[src/common/asc_defines.vh]
`ifndef ASC_DEFINES_VH
`define ASC_DEFINES_VH

// Register byte offsets
`define ASC_CTRL_OFS 8'h00
`define ASC_STATUS_OFS 8'h04
`define ASC_MASK_OFS 8'h08
`define ASC_RES_LOW_OFS 8'h0c
`define ASC_RES_HIGH_OFS 8'h10

// Control register fields
`define ASC_CTRL_ENABLE 0
`define ASC_CTRL_START 1
`define ASC_CTRL_AUTO 2
`define ASC_CTRL_LEFT 3
`define ASC_CTRL_DIFF 4
`define ASC_CTRL_PS_LO 5
`define ASC_CTRL_PS_HI 7

// Status and mask fields
`define ASC_ST_DONE 0
`define ASC_ST_BUSY 1

// Reset values
`define ASC_CTRL_RST 8'h00
`define ASC_MASK_RST 1'b0

// Converter clock counts, resolution and first trial code
`define ASC_INIT_CYC 4'hc
`define ASC_SAMPLE_CYC 4'h2
`define ASC_RES_BITS 10
`define ASC_SAR_TOP 10'h200

// Sleep mode encodings
`define ASC_SLEEP_IDLE 2'b00
`define ASC_SLEEP_NOISE 2'b01

`endif

[src/hw/asc_core.v]
// Chosen here: the register offsets and the APB slave port.
`timescale 1ns/1ns
`include "asc_defines.vh"
`default_nettype none

module asc_core (
    input wire pclk,
    input wire presetn,
    input wire psel,
    input wire penable,
    input wire pwrite,
    input wire [7:0] paddr,
    input wire [31:0] pwdata,
    output reg [31:0] prdata,
    output reg pready,
    output reg pslverr,
    input wire sleep_cmd,
    input wire [1:0] sleep_mode,
    input wire cpu_halted,
    input wire other_wake,
    input wire auto_trigger,
    input wire cmp_in,
    output reg cpu_active,
    output reg irq,
    output reg analog_power,
    output reg sample_hold,
    output reg [9:0] dac_code
);

    localparam ST_IDLE = 3'd0;
    localparam ST_INIT = 3'd1;
    localparam ST_SAMPLE = 3'd2;
    localparam ST_SAR = 3'd3;
    localparam ST_FINISH = 3'd4;

    reg [7:0] ctrl;
    reg done_flag;
    reg mask;
    reg [9:0] result;
    reg [2:0] state;
    reg [3:0] cnt;
    reg [3:0] bit_idx;
    reg [7:0] pre_cnt;
    reg first_conv;
    reg halted_d;
    reg cmp_s1;
    reg cmp_s2;
    reg trig_s1;
    reg trig_s2;
    reg trig_s3;

    wire converter_enable;
    wire auto_trigger_enable;
    wire left_adjust_select;
    wire diff_mode;
    wire [2:0] prescale;
    wire [7:0] pre_div;
    wire adc_tick;
    wire trig_rise;
    wire sleep_start;
    wire wr_access;
    wire access;
    wire done_set;
    wire [9:0] raw_code;
    wire result_sign_bit;
    wire [7:0] result_low_byte;
    wire [7:0] result_high_byte;
    wire [9:0] next_sar;
    reg [31:0] next_rdata;
    reg next_err;

    assign converter_enable = ctrl[`ASC_CTRL_ENABLE];
    assign auto_trigger_enable = ctrl[`ASC_CTRL_AUTO];
    assign left_adjust_select = ctrl[`ASC_CTRL_LEFT];
    assign diff_mode = ctrl[`ASC_CTRL_DIFF];
    assign prescale = ctrl[`ASC_CTRL_PS_HI:`ASC_CTRL_PS_LO];
    assign pre_div = 8'h02 << ((prescale == 3'h0) ? 3'h1 : prescale); // Four clocks at least for comparator sync
    assign adc_tick = converter_enable && (pre_cnt == pre_div - 8'h01);
    assign trig_rise = trig_s2 && !trig_s3;
    assign access = psel && penable && !pready;
    assign wr_access = access && pwrite;

    // Halt edge in idle or noise sleep with an idle, enabled converter
    assign sleep_start = cpu_halted && !halted_d && converter_enable && !auto_trigger_enable
        && !ctrl[`ASC_CTRL_START] && state == ST_IDLE
        && (sleep_mode == `ASC_SLEEP_IDLE || sleep_mode == `ASC_SLEEP_NOISE);

    assign done_set = (state == ST_FINISH) && adc_tick;

    // Offset binary from the search becomes two's complement in differential mode
    assign raw_code = diff_mode ? {~dac_code[9], dac_code[8:0]} : dac_code;
    assign result_sign_bit = result[9];
    assign result_high_byte = left_adjust_select ? result[9:2] : {6'h00, result_sign_bit, result[8]};
    assign result_low_byte = left_adjust_select ? {result[1:0], 6'h00} : result[7:0];

    // Successive approximation step per bit
    genvar i;
    generate
        for (i = 0; i < `ASC_RES_BITS; i = i + 1) begin : g_sar
            if (i == `ASC_RES_BITS - 1) begin : g_top
                assign next_sar[i] = (state == ST_SAR && bit_idx == i) ? cmp_s2 : dac_code[i];
            end else begin : g_low
                assign next_sar[i] = (state == ST_SAR && bit_idx == i) ? cmp_s2 :
                    (state == ST_SAR && bit_idx == i + 1) ? 1'b1 : dac_code[i];
            end
        end
    endgenerate

    // Input synchronisers
    always @(posedge pclk or negedge presetn) begin
        if (!presetn) begin
            cmp_s1 <= 1'b0;
            cmp_s2 <= 1'b0;
            trig_s1 <= 1'b0;
            trig_s2 <= 1'b0;
            trig_s3 <= 1'b0;
            halted_d <= 1'b0;
        end else begin
            cmp_s1 <= cmp_in;
            cmp_s2 <= cmp_s1;
            trig_s1 <= auto_trigger;
            trig_s2 <= trig_s1;
            trig_s3 <= trig_s2;
            halted_d <= cpu_halted;
        end
    end

    // Prescaler runs only while enabled, restarts on a trigger
    always @(posedge pclk or negedge presetn) begin
        if (!presetn) begin
            pre_cnt <= 8'h00;
        end else if (!converter_enable || adc_tick) begin
            pre_cnt <= 8'h00;
        end else if (auto_trigger_enable && trig_rise && state == ST_IDLE) begin
            pre_cnt <= 8'h00;
        end else begin
            pre_cnt <= pre_cnt + 8'h01;
        end
    end

    // Control register and start flag
    always @(posedge pclk or negedge presetn) begin
        if (!presetn) begin
            ctrl <= `ASC_CTRL_RST;
        end else begin
            if (wr_access && paddr == `ASC_CTRL_OFS) begin
                ctrl <= pwdata[7:0];
                if (!pwdata[`ASC_CTRL_ENABLE]) begin
                    ctrl[`ASC_CTRL_START] <= 1'b0;
                end else if (ctrl[`ASC_CTRL_START]) begin
                    ctrl[`ASC_CTRL_START] <= !done_set;
                end
            end else if (sleep_start) begin
                ctrl[`ASC_CTRL_START] <= 1'b1;
            end else if (auto_trigger_enable && trig_rise && converter_enable && state == ST_IDLE) begin
                ctrl[`ASC_CTRL_START] <= 1'b1;
            end else if (done_set) begin
                ctrl[`ASC_CTRL_START] <= 1'b0;
            end
        end
    end

    // Conversion sequencer
    always @(posedge pclk or negedge presetn) begin
        if (!presetn) begin
            state <= ST_IDLE;
            cnt <= 4'h0;
            bit_idx <= 4'h0;
            first_conv <= 1'b1;
            dac_code <= 10'h000;
            sample_hold <= 1'b0;
            result <= 10'h000;
        end else if (!converter_enable) begin
            state <= ST_IDLE;
            cnt <= 4'h0;
            first_conv <= 1'b1;
            sample_hold <= 1'b0;
        end else if (adc_tick) begin
            case (state)
                ST_IDLE: begin
                    if (ctrl[`ASC_CTRL_START]) begin
                        state <= first_conv ? ST_INIT : ST_SAMPLE;
                        sample_hold <= !first_conv;
                        cnt <= 4'h0;
                    end
                end
                ST_INIT: begin
                    if (cnt == `ASC_INIT_CYC - 4'h1) begin
                        state <= ST_SAMPLE;
                        sample_hold <= 1'b1;
                        cnt <= 4'h0;
                    end else begin
                        cnt <= cnt + 4'h1;
                    end
                end
                ST_SAMPLE: begin
                    if (cnt == `ASC_SAMPLE_CYC - 4'h1) begin
                        state <= ST_SAR;
                        sample_hold <= 1'b0;
                        bit_idx <= 4'h9;
                        dac_code <= `ASC_SAR_TOP;
                    end else begin
                        cnt <= cnt + 4'h1;
                    end
                end
                ST_SAR: begin
                    dac_code <= next_sar;
                    if (bit_idx == 4'h0) begin
                        state <= ST_FINISH;
                    end else begin
                        bit_idx <= bit_idx - 4'h1;
                    end
                end
                ST_FINISH: begin
                    result <= raw_code;
                    first_conv <= 1'b0;
                    state <= ST_IDLE;
                end
                default: begin
                    state <= ST_IDLE;
                end
            endcase
        end
    end

    // Done flag: set wins over write-one-to-clear
    always @(posedge pclk or negedge presetn) begin
        if (!presetn) begin
            done_flag <= 1'b0;
            mask <= `ASC_MASK_RST;
        end else begin
            if (done_set) begin
                done_flag <= 1'b1;
            end else if (wr_access && paddr == `ASC_STATUS_OFS && pwdata[`ASC_ST_DONE]) begin
                done_flag <= 1'b0;
            end
            if (wr_access && paddr == `ASC_MASK_OFS) begin
                mask <= pwdata[`ASC_ST_DONE];
            end
        end
    end

    // Interrupt, wake and power outputs
    always @(posedge pclk or negedge presetn) begin
        if (!presetn) begin
            irq <= 1'b0;
            cpu_active <= 1'b1;
            analog_power <= 1'b0;
        end else begin
            irq <= (done_flag || done_set) && mask;
            analog_power <= converter_enable;
            if (irq || other_wake) begin
                cpu_active <= 1'b1;
            end else if (sleep_cmd) begin
                cpu_active <= 1'b0;
            end
        end
    end

    // Read mux
    always @* begin
        next_rdata = 32'h0000_0000;
        next_err = 1'b0;
        case (paddr)
            `ASC_CTRL_OFS: next_rdata = {24'h00_0000, ctrl};
            `ASC_STATUS_OFS: next_rdata = {30'h0000_0000, state != ST_IDLE, done_flag};
            `ASC_MASK_OFS: next_rdata = {31'h0000_0000, mask};
            `ASC_RES_LOW_OFS: next_rdata = {24'h00_0000, result_low_byte};
            `ASC_RES_HIGH_OFS: next_rdata = {24'h00_0000, result_high_byte};
            default: next_err = 1'b1;
        endcase
    end

    // APB slave with one wait state
    always @(posedge pclk or negedge presetn) begin
        if (!presetn) begin
            pready <= 1'b0;
            pslverr <= 1'b0;
            prdata <= 32'h0000_0000;
        end else begin
            pready <= access;
            pslverr <= access && next_err;
            if (access && !pwrite) begin
                prdata <= next_rdata;
            end else begin
                prdata <= 32'h0000_0000;
            end
        end
    end

endmodule

`default_nettype wire

[config.mk]
export PLATFORM = sky130hd
export DESIGN_NAME = asc_core
export DESIGN_NICKNAME = d
export VERILOG_FILES = /design/src/hw/asc_core.v
export VERILOG_INCLUDE_DIRS = /design/src /design/src/common
export SDC_FILE = /design/constraint.sdc
export NUM_CORES = 1
export LEC_CHECK = 0
export BUFFER_PORTS_ARGS = -buffer_cell sky130_fd_sc_hd__buf_2
export CAP_MARGIN = 20
export CORE_MARGIN = 10
export CORE_UTILIZATION = 54
export CTS_CLUSTER_DIAMETER = 150
export CTS_CLUSTER_SIZE = 8
export DETAILED_ROUTE_END_ITERATION = 10
export PLACE_DENSITY = 0.8
export RECOVER_POWER = 50
export SLEW_MARGIN = 20
export SYNTH_ARGS = -nofsm -noshare
export SYNTH_HDL_FRONTEND = slang
export SYNTH_SLANG_ARGS = --single-unit
export TNS_END_PERCENT = 1
[constraint.sdc]
create_clock -name pclk -period 3.1 [get_ports pclk]
set_clock_uncertainty 0.05 [all_clocks]
set_input_delay 0.31 -clock pclk [delete_from_list [all_inputs] [get_ports pclk]]
set_output_delay 0.31 -clock pclk [all_outputs]
set_load 0.03 [all_outputs]
Yosys cells after proc, flatten, opt, wreduce, memory -nomap -nowiden --
Index checks and enable logic that the tools add are counted.
Storage, ports and cells: register bits after elaboration 94, input bits 52, output and inout bits 48, logic and storage cells 219
Cells by class: add/sub/neg operators 4, equal/unequal tests 41, shift operators 1, muxes and demuxes 66, bitwise gates (word level) 1, reductions and logical operators 73
Operators by type and width (number):
- 5-bit AND reduction | 13
- 8-bit one-hot mux with 5 select lines | 1
- 3-bit != test, second input constant | 13
- 1-bit two-way mux | 38
- 1-bit logical AND | 33
- 32-bit two-way mux | 1
- 8-bit two-way mux | 4
- 4-bit two-way mux | 7
- 3-bit two-way mux | 7
- 10-bit two-way mux | 2
- 10-bit one-hot mux with 2 select lines | 1
- 4-bit by 3-bit equality test with 1-bit output, second input constant | 4
- 8-bit by 4-bit equality test with 1-bit output, second input constant | 2
- 4-bit equality test, second input constant | 3
- 3-bit one-hot mux with 4 select lines | 1
- 4-bit one-hot mux with 3 select lines | 1
- 1-bit zero test | 9
- 8-bit by 1-bit adder with 8-bit output, second input constant | 1
- 4-bit by 1-bit equality test with 1-bit output, second input constant | 2
- 4-bit by 2-bit equality test with 1-bit output, second input constant | 2
- 8-bit by 3-bit equality test with 1-bit output, second input constant | 1
- 8-bit by 5-bit equality test with 1-bit output, second input constant | 1
- 8-bit equality test | 1
- 8-bit zero test | 1
- other kinds (27) | 37

Logic depth before layout (Yosys ltp) --
Gate-level depths: netlist of the first run.
depth after elaboration 11, gate-level depth with buffers 11, depth with buffers taken out 9

Worst setup path after synthesis of the first run --
No wires, ideal clock.
path type reg-to-reg, from register ctrl[7], to register result[3], setup time 0.125 ns, arrival 2.406 ns, data required time 2.925 ns, path slack 0.519 ns, stages on the path, launching flop included 12, path buffers 2, clock period less this slack 2.581 ns, cell sequence dfrtp_1 -> buf_2 -> inv_1 -> nand2_1 -> ha_1 -> xor2_2 -> mux2_4 -> a211oi_4 -> nand3_4 -> nor2_4 -> buf_12 -> mux2_4
On the way: longest elaborated chain between the ends 7
Ends and longest elaborated chain:
- from (decl) | line asc_core.v:36 | reg [7:0] ctrl;
- from (signal assigned) | line asc_core.v:144 | ctrl <= `ASC_CTRL_RST;
- from (signal assigned) | line asc_core.v:147 | ctrl <= pwdata[7:0];
- from (signal, indexed assignment) | line asc_core.v:151 | ctrl[`ASC_CTRL_START] <= !done_set;
- 3-bit zero test | line asc_core.v:77 | assign pre_div = 8'h02 << ((prescale == 3'h0) ? 3'h1 : prescale);
- 3-bit two-way mux (*) | line asc_core.v:77
- 2-bit by 3-bit << shifter with 8-bit output (*) | line asc_core.v:77
- 8-bit by 1-bit subtractor with 8-bit output (*) | line asc_core.v:78 | assign adc_tick = converter_enable && (pre_cnt == pre_div - 8'h01);
- 8-bit equality test (*) | line asc_core.v:78
- 1-bit logical AND (*) | line asc_core.v:78
- 3-bit AND reduction (no line) (*)
- to (signal assigned) | line asc_core.v:215 | result <= raw_code;
- to (decl) | line asc_core.v:39 | reg [9:0] result;
Every way passes the cells marked *; elsewhere a longest branch is shown, timed or not. A chain may end at the register's enable or synchronous reset.

Worst setup path in the final report of the first run --
from register ctrl[6], to register bit_idx[1]
On the way: longest elaborated chain between the ends 7
Ends and longest elaborated chain:
- 3-bit zero test | line asc_core.v:77
- 3-bit two-way mux (*) | line asc_core.v:77
- 2-bit by 3-bit << shifter with 8-bit output (*) | line asc_core.v:77
- 8-bit by 1-bit subtractor with 8-bit output (*) | line asc_core.v:78
- 8-bit equality test (*) | line asc_core.v:78
- 1-bit logical AND (*) | line asc_core.v:78
- 5-bit AND reduction (no line) (*)
- to (signal assigned) | line asc_core.v:211 | bit_idx <= bit_idx - 4'h1;
- to (decl) | line asc_core.v:42 | reg [3:0] bit_idx;
Marks and branches as above.

==> results of run 1 <==
cells by family (layout without fill, tap and decap cells):
logic type | Yosys count | count (layout) | synth area share, %
buffers and inverters | 66 | 86 | 9.72
and+or+nand+nor | 142 | 142 | 18.4
muxes | 29 | 29 | 8.49
xor gates and xnor gates | 9 | 9 | 2.13
DFF | 70 | 70 | 43.3
AOI/OAI and AO/OA | 88 | 88 | 15.4
other | 2 | 25 | 0.185
adders and majority gates | 8 | 8 | 2.47
worst max-delay path, cell delays in order, from the launching register on:
cell	delay (ns)
dfrtp_1	0.39
inv_1	0.16
nand2_1	0.08
ha_1	0.22
xor2_2	0.21
mux2_4	0.30
a211oi_4	0.33
and4_1	0.56
nand2_1	0.18
o31ai_1	0.31
final timing paths:
kind                                           to  slack (ns)           startpoint  cells after the start
min in group asynchronous      cnt[0]$_DFFE_PN0P_        0.39              presetn                      2
min                              cmp_s1$_DFF_PN0_        0.01               cmp_in                      1
max in group asynchronous    pre_cnt[2]$_DFF_PN0_        1.62              presetn                      2
min reg2reg                     trig_s2$_DFF_PN0_        0.30    trig_s1$_DFF_PN0_                      0
max reg2reg                bit_idx[1]$_DFFE_PN0P_        0.22  ctrl[6]$_DFFE_PN0P_                      9
max                        bit_idx[1]$_DFFE_PN0P_        0.22  ctrl[6]$_DFFE_PN0P_                      9
flip-flops by register name (all words and copies together) (netlist names), 3 cells and up:
signal,flops
prdata,8
cnt,4
bit_idx,4
ctrl,8
result,10
state,3
dac_code,10
pre_cnt,8
power breakdown:
part           switching, W  internal (W)
sequential       0.00000672      0.000922
combinational     0.0000918     0.0000272
clock              0.000376      0.000465
total              0.000475       0.00141
through the flow:
stage          instances  setup WS (ns)  hold WS (ns)
3_3_place_gp         540          0.299         0.282
3_5_place_dp         540          0.248         0.289
4_1_cts              556          0.229       0.00335
2_1_floorplan        437          0.519       -0.0356
6_report             556          0.219        0.0102
5_1_grt              556         0.0419      0.000244
routing by layer:
metal | track usage (%) | routed length [µm]
met2 | 25.0 | 4160
met3 | 4.49 | 701
met4 | 6.58 | 131
met1 | 18.9 | 3820
met5 | 0 | 0
area by class of cell:
type,instances,area (µm²)
well taps,99,124
inverters,16,60.1
clock buffers,9,124
multi-input cells,301,1990
fillers,617,2860
clock inverters,7,106
repair buffers,54,274
flip-flops and latches,70,1750
cells in the final DEF, fill, tap and decap left out, types with 3 or more instances in the layout:
cell	count
mux2_2	11
buf_4	3
xnor2_1	3
dfrtp_1	68
nand2b_1	10
nand2_1	30
xor2_1	5
a21o_1	3
o21a_1	4
and3_1	3
o21ai_0	26
a31oi_1	3
clkbuf_1	3
a22o_1	5
nor2_1	46
inv_1	16
o2bb2ai_1	3
mux2i_1	10
nor2b_1	4
a21oi_1	12
nand3b_1	3
conb_1	25
ha_1	8
clkbuf_8	9
clkinv_4	3
nand3_1	17
or2_2	4
a21boi_0	4
buf_2	47
nor3b_1	3
a22oi_1	4
mux2_4	8
nor3_1	6
o22ai_1	4
==> impl_table.tex, run 1 <==
\begin{tabular}{lr}
\hline
Metric & Value \\
\hline
\multicolumn{2}{l}{\textbf{STA}} \\
Unrepaired setup endpoints after global routing & no \\
Final period demand of the worst path & 2.88 ns \\
Final worst-path cycle share & about 93\% \\
Rel. slew slack & -8.60\% \\
Worst-Margin Slew & approximately 1.6 ns \\
Finish-stage setup viols & 0 \\
Total count of max-transition violations in the final report & 71 \\
Final hold violation count & 0 \\
Setup Total Neg Slack & 0 ns \\
Max Clock Freq & 347 MHz \\
\multicolumn{2}{l}{\textbf{Synthesis}} \\
Leading cell type by number of instances after synthesis & dfrtp\_1 \\
Post-synthesis sequential element count & 70 \\
Seq/Total Area, Yosys & 43.3\% \\
Synthesized instance count & 414 \\
Count of different cell masters after synthesis & 64 \\
Per-instance average area after synthesis & 9.79 µm² \\
Leading area contributor after synthesis & dfrtp\_1 \\
Share of the synthesized area in the top cell type & 42.0\% \\
Most instantiated flip-flop cell in the synthesis netlist & dfrtp\_1 \\
Post-synth ARST share & 100\% \\
Total of warnings raised by yosys & 0 \\
Biggest area contributors in the synthesized netlist & dfrtp\_1 (42\%), buf\_4 (6.3\%), nor2\_1 (4.3\%) \\
Number of enable flip-flop cells after synthesis & 0 \\
Cell types with the highest counts after synthesis & dfrtp\_1 (68), nor2\_1 (46), buf\_4 (34) \\
Cell area after synthesis & 4050 µm² \\
\multicolumn{2}{l}{\textbf{CTS}} \\
CTS H-tree depth & 3 \\
Cts-stage hold buffer count & 0 \\
Number of CTS-inserted buffers & 9 \\
Clock tree root driver cell & clkbuf\_8 \\
Latest clock arrival within the worst-skew pair & 0.35 ns \\
CTS clk-pin slew, worst paths & 0.08 ns \\
Clock tree from TritonCTS & yes \\
Number of clock sinks seen by CTS & 70 \\
Post-CTS setup-driven buffer insertion count & 0 \\
Buffer levels on the longest clock path & 2 \\
Post-CTS Resized & 0 \\
\multicolumn{2}{l}{\textbf{Floorplan}} \\
Core box area & between 7000 and 8000 µm² \\
Floorplan row count & 31 \\
Starting utilization of the core area & 55.6\% \\
Width of the die & 107 µm \\
Die area & 11,400 µm² \\
Total I/O pin count & 100 \\
DIE HEIGHT & $\sim$110 µm \\
\multicolumn{2}{l}{\textbf{Setup path}} \\
Type of origin of the critical path & flip-flop \\
Type of the worst setup path & flip-flop to flip-flop \\
Worst EP required & 3.30 ns \\
Critical Path Fanout Max & 12 \\
Endpoint kind of the worst setup timing path & flip-flop \\
Signal arrival time at the worst endpoint & 3.08 ns \\
\multicolumn{2}{l}{\textbf{Placed design}} \\
Buffers added on ports & 50 \\
Standard cell area after detailed placement & roughly 4200 µm² \\
HPWL after detailed placement & 6530 µm \\
Weighted congestion at the end of routability-driven global placement & 0.895 \\
\multicolumn{2}{l}{\textbf{Run}} \\
Maximum Capacitance Violations & 1 \\
\multicolumn{2}{l}{\textbf{Route}} \\
Number of detailed-route iterations in the first pass & 4 \\
Residual DRC & 0 \\
Remaining antenna violation count after routing & 0 \\
DRC marker count from the first detailed-route iteration & 181 \\
Routed wire per std cell & between 15 and 20 µm \\
Via count & 3,091 \\
Detailed Route WL & about 8800 µm \\
Vias per cell & around 5.6 \\
\multicolumn{2}{l}{\textbf{Power and ir drop}} \\
Total power divided by cell area & 426 nW/µm² \\
Total power after layout & 0.00189 W \\
Leak Pwr & 2.08 nW \\
Peak VDD IR & 0.187 mV \\
\multicolumn{2}{l}{\textbf{Global route}} \\
Number of global-route vias before repair & just over 3,000 \\
Wire length of the first global-routing pass & 14,700 µm \\
Number of antenna violations at the first check in global routing & 0 \\
Global-route usage over all layers & about 15\% \\
Total congestion overflow after global routing & 0 \\
Pin count of the biggest net entering global routing & 71 \\
\multicolumn{2}{l}{\textbf{Outcome}} \\
Run status & finished with violations \\
Failing checks & max-capacitance violations, max-slew violations \\
\multicolumn{2}{l}{\textbf{Layout}} \\
Number of nets in the final layout & 512 \\
Post-layout instance area & $\sim$4400 µm² \\
Area added between synthesis and finish & 9.29\% \\
Count of inserted antenna diode cells & 0 \\
Core occupancy in the finished layout & $\sim$61\% \\
Fraction of layout cells with a size suffix above 1 & between 20\% and 30\% \\
\multicolumn{2}{l}{\textbf{Min path}} \\
Type of the worst min-delay path & input port to flip-flop \\
\hline
\end{tabular}
(Power assumes the default switching activity.)
==> run 2: changes to the inputs <==
--- a/config.mk
+++ b/config.mk
@@ -8,8 +8,10 @@
 export LEC_CHECK = 0
 export BUFFER_PORTS_ARGS = -buffer_cell sky130_fd_sc_hd__buf_2
 export CAP_MARGIN = 20
+export CELL_PAD_IN_SITES_DETAIL_PLACEMENT = 0
+export CELL_PAD_IN_SITES_GLOBAL_PLACEMENT = 1
 export CORE_MARGIN = 10
-export CORE_UTILIZATION = 54
+export CORE_UTILIZATION = 41
 export CTS_CLUSTER_DIAMETER = 150
 export CTS_CLUSTER_SIZE = 8
 export DETAILED_ROUTE_END_ITERATION = 10
==> impl_table.tex, run 2 (synthesized netlist as in run 1, its figures left out) <==
\begin{tabular}{lr}
\hline
Metric & Value \\
\hline
\multicolumn{2}{l}{\textbf{Route}} \\
Detailed Route WL & 9040 µm (+2.6\%) \\
Uppermost layer routed & met4 \\
Detailed-routing wirelength on met1 & 4360 µm (+14\%) \\
Total length of routed met2 wires & 4030 µm (-3.2\%) \\
DRC marker count from the first detailed-route iteration & 211 (+17\%) \\
Residual DRC & 0 (unchanged) \\
Remaining antenna violation count after routing & 0 (unchanged) \\
Vias per cell & 5.08 (-8.6\%) \\
Met3 wire len & 531 µm (-24\%) \\
Via count & 3,019 (-2.3\%) \\
Number of detailed-route iterations in the first pass & 5 (+1) \\
Routed wire per std cell & 15.2 µm (-4.0\%) \\
\multicolumn{2}{l}{\textbf{STA}} \\
Final period demand of the worst path & 2.81 ns (-0.0694 ns) \\
Rel. slew slack & -11.5\% (-2.9 points) \\
Unrepaired setup endpoints after global routing & no \\
Final worst-path cycle share & 90.7\% (-2.2 points) \\
Max Clock Freq & 356 MHz (+2.5\%) \\
Total count of max-transition violations in the final report & 71 (unchanged) \\
Finish-stage setup viols & 0 (unchanged) \\
Final hold violation count & 0 (unchanged) \\
Setup Total Neg Slack & 0 ns (unchanged) \\
Worst-Margin Slew & 1.67 ns (+0.0441 ns) \\
\multicolumn{2}{l}{\textbf{CTS}} \\
Number of CTS-inserted buffers & 9 (unchanged) \\
Clock tree from TritonCTS & yes \\
CTS clk-pin slew, worst paths & 0.08 ns (about the same) \\
Buffer levels on the longest clock path & 2 (unchanged) \\
Clock tree root driver cell & clkbuf\_8 \\
Latest clock arrival within the worst-skew pair & 0.35 ns (about the same) \\
Number of clock sinks seen by CTS & 70 (unchanged) \\
CTS H-tree depth & 3 (unchanged) \\
Post-CTS Resized & 0 (unchanged) \\
Cts-stage hold buffer count & 1 (+1) \\
Post-CTS setup-driven buffer insertion count & 0 (unchanged) \\
\multicolumn{2}{l}{\textbf{Global route}} \\
Wire length of the first global-routing pass & 14,800 µm (+1.0\%) \\
Total congestion overflow after global routing & 0 (unchanged) \\
Number of global-route vias before repair & 2,950 (-3.2\%) \\
Global-route usage over all layers & 12.6\% (-2.9 points) \\
Pin count of the biggest net entering global routing & 71 (unchanged) \\
Number of antenna violations at the first check in global routing & 0 (unchanged) \\
\multicolumn{2}{l}{\textbf{Floorplan}} \\
DIE HEIGHT & 119 µm (+12\%) \\
Floorplan row count & 36 (+16\%) \\
Die area & 14,300 µm² (+25\%) \\
Width of the die & 119 µm (+12\%) \\
Total I/O pin count & 100 (unchanged) \\
Starting utilization of the core area & 41.9\% (-14 points) \\
Core box area & 9680 µm² (+33\%) \\
\multicolumn{2}{l}{\textbf{Power and ir drop}} \\
Leak Pwr & 2.10 nW (+0.78\%) \\
Portion of total power attributed to combinational logic & 6.3\% (about the same) \\
Register share of total power & 48.8\% (-0.4 points) \\
Clk network pwr share & 44.9\% (+0.4 points) \\
Peak VDD IR & 0.235 mV (+26\%) \\
Net switching share of the total power & 25.6\% (+0.44 points) \\
Total power divided by cell area & 423 nW/µm² (-0.81\%) \\
Switching power & 0.000487 W (+2.5\%) \\
Cell internal power dissipation & 0.00142 W (+0.10\%) \\
\multicolumn{2}{l}{\textbf{Placed design}} \\
Standard cell area after detailed placement & 4280 µm² (+1.5\%) \\
Weighted congestion at the end of routability-driven global placement & 0.826 (-7.7\%) \\
HPWL after detailed placement & 6680 µm (+2.4\%) \\
Buffers added on ports & 50 (unchanged) \\
\multicolumn{2}{l}{\textbf{Setup path}} \\
Type of the worst setup path & flip-flop to flip-flop \\
Critical Path Fanout Max & 12 (unchanged) \\
Type of origin of the critical path & flip-flop \\
Endpoint kind of the worst setup timing path & flip-flop \\
Signal arrival time at the worst endpoint & 3.00 ns (-0.08 ns) \\
Reg-to-reg setup timing slack & 0.29 ns (+0.07 ns) \\
Worst EP required & 3.29 ns (about the same) \\
\multicolumn{2}{l}{\textbf{Min path}} \\
Type of the worst min-delay path & input port to flip-flop \\
\multicolumn{2}{l}{\textbf{Layout}} \\
Fraction of layout cells with a size suffix above 1 & 23.0\% (+0.24 points) \\
Core occupancy in the finished layout & 46.4\% (-14 points) \\
Regs by FF count & dac\_code (10), result (10) \\
Commonest cells after routing, fill and taps aside & dfrtp\_1 (68), buf\_2 (47), nor2\_1 (46), nand2\_1 (30), o21ai\_0 (26) \\
Count of inserted antenna diode cells & 0 (unchanged) \\
Post-layout instance area & 4500 µm² (+1.5\%) \\
Number of fill cells & 914 (+48\%) \\
Number of nets in the final layout & 516 (+0.78\%) \\
Area added between synthesis and finish & 11.0\% \\
Most common library cell in the layout ignoring fill and taps & dfrtp\_1 \\
\multicolumn{2}{l}{\textbf{Outcome}} \\
Failing checks & max-capacitance violations, max-slew violations \\
Run status & finished with violations \\
\multicolumn{2}{l}{\textbf{Run}} \\
Maximum Capacitance Violations & 1 (unchanged) \\
\hline
\end{tabular}
==> run 2: cell types whose count changed in the layout (fill, tap and decap cells not counted) <==
cell,previous run,this run
clkbuf_1,3,4
buf_4,3,5
dlygate4sd3_1,0,1
inv_6,1,3
clkinv_2,0,1
clkinv_4,3,0
==> run 2: per-stage QoR <==
step	setup WS, ns	total power, W	hold WS, ns	instances
after global placement	0.337	0.00107	0.283	577
after global routing	0.112	0.00198	0.0129	594
after floorplan	0.519	0.00104	-0.0356	437
final	0.288	0.00190	0.0170	594
after CTS	0.269	0.00192	0.00377	594
after detailed placement	0.279	0.00107	0.287	577
==> run 2: worst paths after layout <==
check	end	start	depth (start not counted)
max	result[2]$_DFFE_PN0P_	ctrl[6]$_DFFE_PN0P_	9
max in group asynchronous	trig_s2$_DFF_PN0_	presetn	2
min reg2reg	trig_s2$_DFF_PN0_	trig_s1$_DFF_PN0_	0
min	trig_s1$_DFF_PN0_	auto_trigger	1
max reg2reg	result[2]$_DFFE_PN0P_	ctrl[6]$_DFFE_PN0P_	9
min in group asynchronous	pre_cnt[4]$_DFF_PN0_	presetn	2
==> run 2: layout make-up <==
class	instances	area (µm²)	share of cell area [%]
multi-input combinational	301	1990	44.2
clock buffer	9	124	2.75
timing repair buffer	58	303	6.73
inverter	16	60.1	1.34
sequential	70	1750	39.0
clock inverter	7	103	2.28
tap	133	166	3.70
==> run 2: routing by layer <==
layer  GRT usage [%]  vias to the layer above
met4            4.52                        0
met1            16.8                     1434
met3            3.40                        8
li1                -                     1485
met5               0                        -
met2            19.4                       92
==> run 2: worst max-delay path, cell delays in order, from the launching register on <==
cell	delay, ns
dfrtp_1	0.45
inv_1	0.10
nand2_1	0.06
ha_1	0.21
xor2_2	0.21
mux2_4	0.30
a211oi_4	0.33
nand3_4	0.18
nor2_4	0.42
mux2_2	0.39
==> run 2: power groups by stage <==
stage          clock network (W)  registers [W]  logic (W)
6_report                0.000853       0.000929   0.000120
5_1_grt                 0.000914       0.000930   0.000133
4_1_cts                 0.000874       0.000929   0.000122
3_5_place_dp                   0       0.000947   0.000121
3_3_place_gp                   0       0.000946   0.000120
2_1_floorplan                  0       0.000950  0.0000921
==> run 3: changes to the inputs <==
--- a/config.mk
+++ b/config.mk
@@ -10,6 +10,7 @@
 export CAP_MARGIN = 20
 export CELL_PAD_IN_SITES_DETAIL_PLACEMENT = 0
 export CELL_PAD_IN_SITES_GLOBAL_PLACEMENT = 1
+export CORE_ASPECT_RATIO = 0.5
 export CORE_MARGIN = 10
 export CORE_UTILIZATION = 41
 export CTS_CLUSTER_DIAMETER = 150
==> impl_table.tex, run 3 (synthesized netlist as in run 1, its figures left out) <==
\begin{tabular}{lr}
\hline
Metric & Value \\
\hline
\multicolumn{2}{l}{\textbf{Setup path}} \\
CP startpoint & ctrl[6]\$\_DFFE\_PN0P\_ \\
Worst EP required & 3.27 ns (-0.02 ns) \\
Capture point of the worst path & result[1]\$\_DFFE\_PN0P\_ \\
Signal arrival time at the worst endpoint & 3.00 ns (about the same) \\
Critical Path Fanout Max & 12 (unchanged) \\
Path depth of the worst reg2reg path & 9 (unchanged) \\
Reg-to-reg setup timing slack & 0.27 ns (-0.02 ns) \\
Type of origin of the critical path & flip-flop \\
Endpoint kind of the worst setup timing path & flip-flop \\
Critical R2R Launch & ctrl[6]\$\_DFFE\_PN0P\_ \\
Type of the worst setup path & flip-flop to flip-flop \\
Terminus of the critical flop-to-flop path & result[1]\$\_DFFE\_PN0P\_ \\
\multicolumn{2}{l}{\textbf{CTS}} \\
Post-CTS setup-driven buffer insertion count & 0 (unchanged) \\
Buffer levels on the longest clock path & 2 (unchanged) \\
Clock tree from TritonCTS & yes \\
CTS clk-pin slew, worst paths & 0.06 ns (-0.02 ns) \\
Latest clock arrival within the worst-skew pair & 0.33 ns (-0.02 ns) \\
Number of CTS-inserted buffers & 9 (unchanged) \\
CTS H-tree depth & 3 (unchanged) \\
Clock tree root driver cell & clkbuf\_16 \\
Post-CTS Resized & 0 (unchanged) \\
Cts-stage hold buffer count & 0 (-1) \\
Number of clock sinks seen by CTS & 70 (unchanged) \\
\multicolumn{2}{l}{\textbf{Route}} \\
Detailed Route WL & 9220 µm (+2.0\%) \\
Residual DRC & 0 (unchanged) \\
Number of detailed-route iterations in the first pass & 5 (unchanged) \\
Routed wire per std cell & 15.5 µm (+1.6\%) \\
DRC marker count from the first detailed-route iteration & 221 (+4.7\%) \\
Via count & 3,018 (-0.033\%) \\
Vias per cell & 5.06 (-0.37\%) \\
Remaining antenna violation count after routing & 0 (unchanged) \\
\multicolumn{2}{l}{\textbf{Floorplan}} \\
Core box area & 9540 µm² (-1.5\%) \\
DIE HEIGHT & 90.3 µm (-24\%) \\
Die area & 14,500 µm² (+1.7\%) \\
Floorplan row count & 25 (-31\%) \\
Total I/O pin count & 100 (unchanged) \\
Starting utilization of the core area & 42.5\% (+0.63 points) \\
Width of the die & 161 µm (+34\%) \\
\multicolumn{2}{l}{\textbf{Layout}} \\
Area added between synthesis and finish & 13.2\% \\
Fraction of layout cells with a size suffix above 1 & 22.8\% (-0.22 points) \\
Regs by FF count & dac\_code (10), result (10) \\
Commonest cells after routing, fill and taps aside & dfrtp\_1 (68), nor2\_1 (46), buf\_2 (46), nand2\_1 (30), o21ai\_0 (26) \\
Cell Count, Final, Fillers Out & 596 (+0.34\%) \\
Most common library cell in the layout ignoring fill and taps & dfrtp\_1 \\
Count of inserted antenna diode cells & 0 (unchanged) \\
Number of nets in the final layout & 516 (unchanged) \\
\multicolumn{2}{l}{\textbf{Power and ir drop}} \\
Peak VDD IR & 0.265 mV (+13\%) \\
Leak Pwr & 2.13 nW (+1.6\%) \\
Total power divided by cell area & 469 nW/µm² (+11\%) \\
\multicolumn{2}{l}{\textbf{Run}} \\
Maximum Capacitance Violations & 1 (unchanged) \\
\multicolumn{2}{l}{\textbf{Placed design}} \\
Placed cell count & 580 (+0.52\%) \\
Buffers added on ports & 50 (unchanged) \\
HPWL after detailed placement & 7030 µm (+5.3\%) \\
Weighted congestion at the end of routability-driven global placement & 0.858 (+3.8\%) \\
\multicolumn{2}{l}{\textbf{STA}} \\
Setup Total Neg Slack & 0 ns (unchanged) \\
Final worst-path cycle share & 91.3\% (+0.59 points) \\
Max Clock Freq & 353 MHz (-0.64\%) \\
Rel. slew slack & -20.2\% (-8.6 points) \\
Unrepaired setup endpoints after global routing & no \\
Total count of max-transition violations in the final report & 34 (-52\%) \\
Worst-Margin Slew & 1.80 ns (+0.130 ns) \\
Finish-stage setup viols & 0 (unchanged) \\
Final hold violation count & 0 (unchanged) \\
Final period demand of the worst path & 2.83 ns (+0.0182 ns) \\
\multicolumn{2}{l}{\textbf{Global route}} \\
Wire length of the first global-routing pass & 15,700 µm (+6.1\%) \\
Number of global-route vias before repair & 3,055 (+3.6\%) \\
Pin count of the biggest net entering global routing & 34 (-52\%) \\
Total congestion overflow after global routing & 0 (unchanged) \\
Number of antenna violations at the first check in global routing & 0 (unchanged) \\
Global-route usage over all layers & 13.1\% (+0.50 points) \\
\multicolumn{2}{l}{\textbf{Outcome}} \\
Run status & finished with violations \\
Failing checks & max-capacitance violations, max-slew violations \\
\multicolumn{2}{l}{\textbf{Min path}} \\
Type of the worst min-delay path & input port to flip-flop \\
\hline
\end{tabular}
[run 3: cell types whose count changed in the layout (fill, tap and decap cells not counted)]
cell / before / now
clkbuf_8: 9 / 1
clkinv_2: 1 / 2
clkbuf_1: 4 / 6
inv_8: 1 / 0
dlygate4sd3_1: 1 / 0
clkbuf_16: 0 / 9
inv_6: 3 / 0
clkinvlp_4: 0 / 2
buf_2: 47 / 46
[run 3: worst min path at each step]
stage / endpoint / cells after the start / slack [ns] / from
6_report: cmp_s1$_DFF_PN0_ / 1 / 0.03 / cmp_in
5_1_grt: cmp_s1$_DFF_PN0_ / 1 / 0.02 / cmp_in
4_1_cts: cmp_s1$_DFF_PN0_ / 1 / 0.02 / cmp_in
3_5_place_dp: cmp_s2$_DFF_PN0_ / 0 / 0.29 / cmp_s1$_DFF_PN0_
3_3_place_gp: cmp_s2$_DFF_PN0_ / 0 / 0.28 / cmp_s1$_DFF_PN0_
2_1_floorplan: analog_power$_DFF_PN0_ / 0 / -0.04 / presetn
[run 3: critical path, stage by stage (launching register included)]
cell and delay (ns):
dfrtp_1 0.37, inv_1 0.15, nand2_1 0.08, ha_1 0.21, xor2_2 0.21, mux2_4 0.30
a211oi_4 0.34, nand3_4 0.20, nor2_4 0.40, mux2_2 0.39
[run 3: through the flow]
stage	hold WS [ns]	area (µm²)	util, %	setup WS, ns	power (W)
2_1_floorplan	-0.0356	4140	-	0.519	0.00104
3_3_place_gp	0.284	4290	44.9	0.325	0.00107
4_1_cts	0.0202	4610	48.3	0.279	0.00218
3_5_place_dp	0.289	4290	44.9	0.290	0.00107
5_1_grt	0.0193	4590	48.1	0.146	0.00224
6_report	0.0315	4590	48.1	0.270	0.00215
[run 3: layout make-up]
type | count | area, µm²
Timing Repair Buffer | 58 | 295
Multi-Input combinational cell | 301 | 1990
Tap cell | 135 | 169
Clock buffer | 10 | 239
Inverter | 16 | 60.1
Clock inverter | 6 | 85.1
Fill cell | 926 | 4950
Sequential cell | 70 | 1750
[run 3: layer usage]
layer	up-vias	global-route usage, %	share of wire (%)
met5	-	0	0
met4	0	4.33	0.97
met3	9	4.14	6.0
met2	83	18.9	43
met1	1444	18.1	50
li1	1482	-	-
[run 3: power by group]
part | total, W | internal, W | switching [W]
combinational | 0.000120 | 0.0000275 | 0.0000928
sequential | 0.000930 | 0.000924 | 0.00000628
clock | 0.00110 | 0.000722 | 0.000381
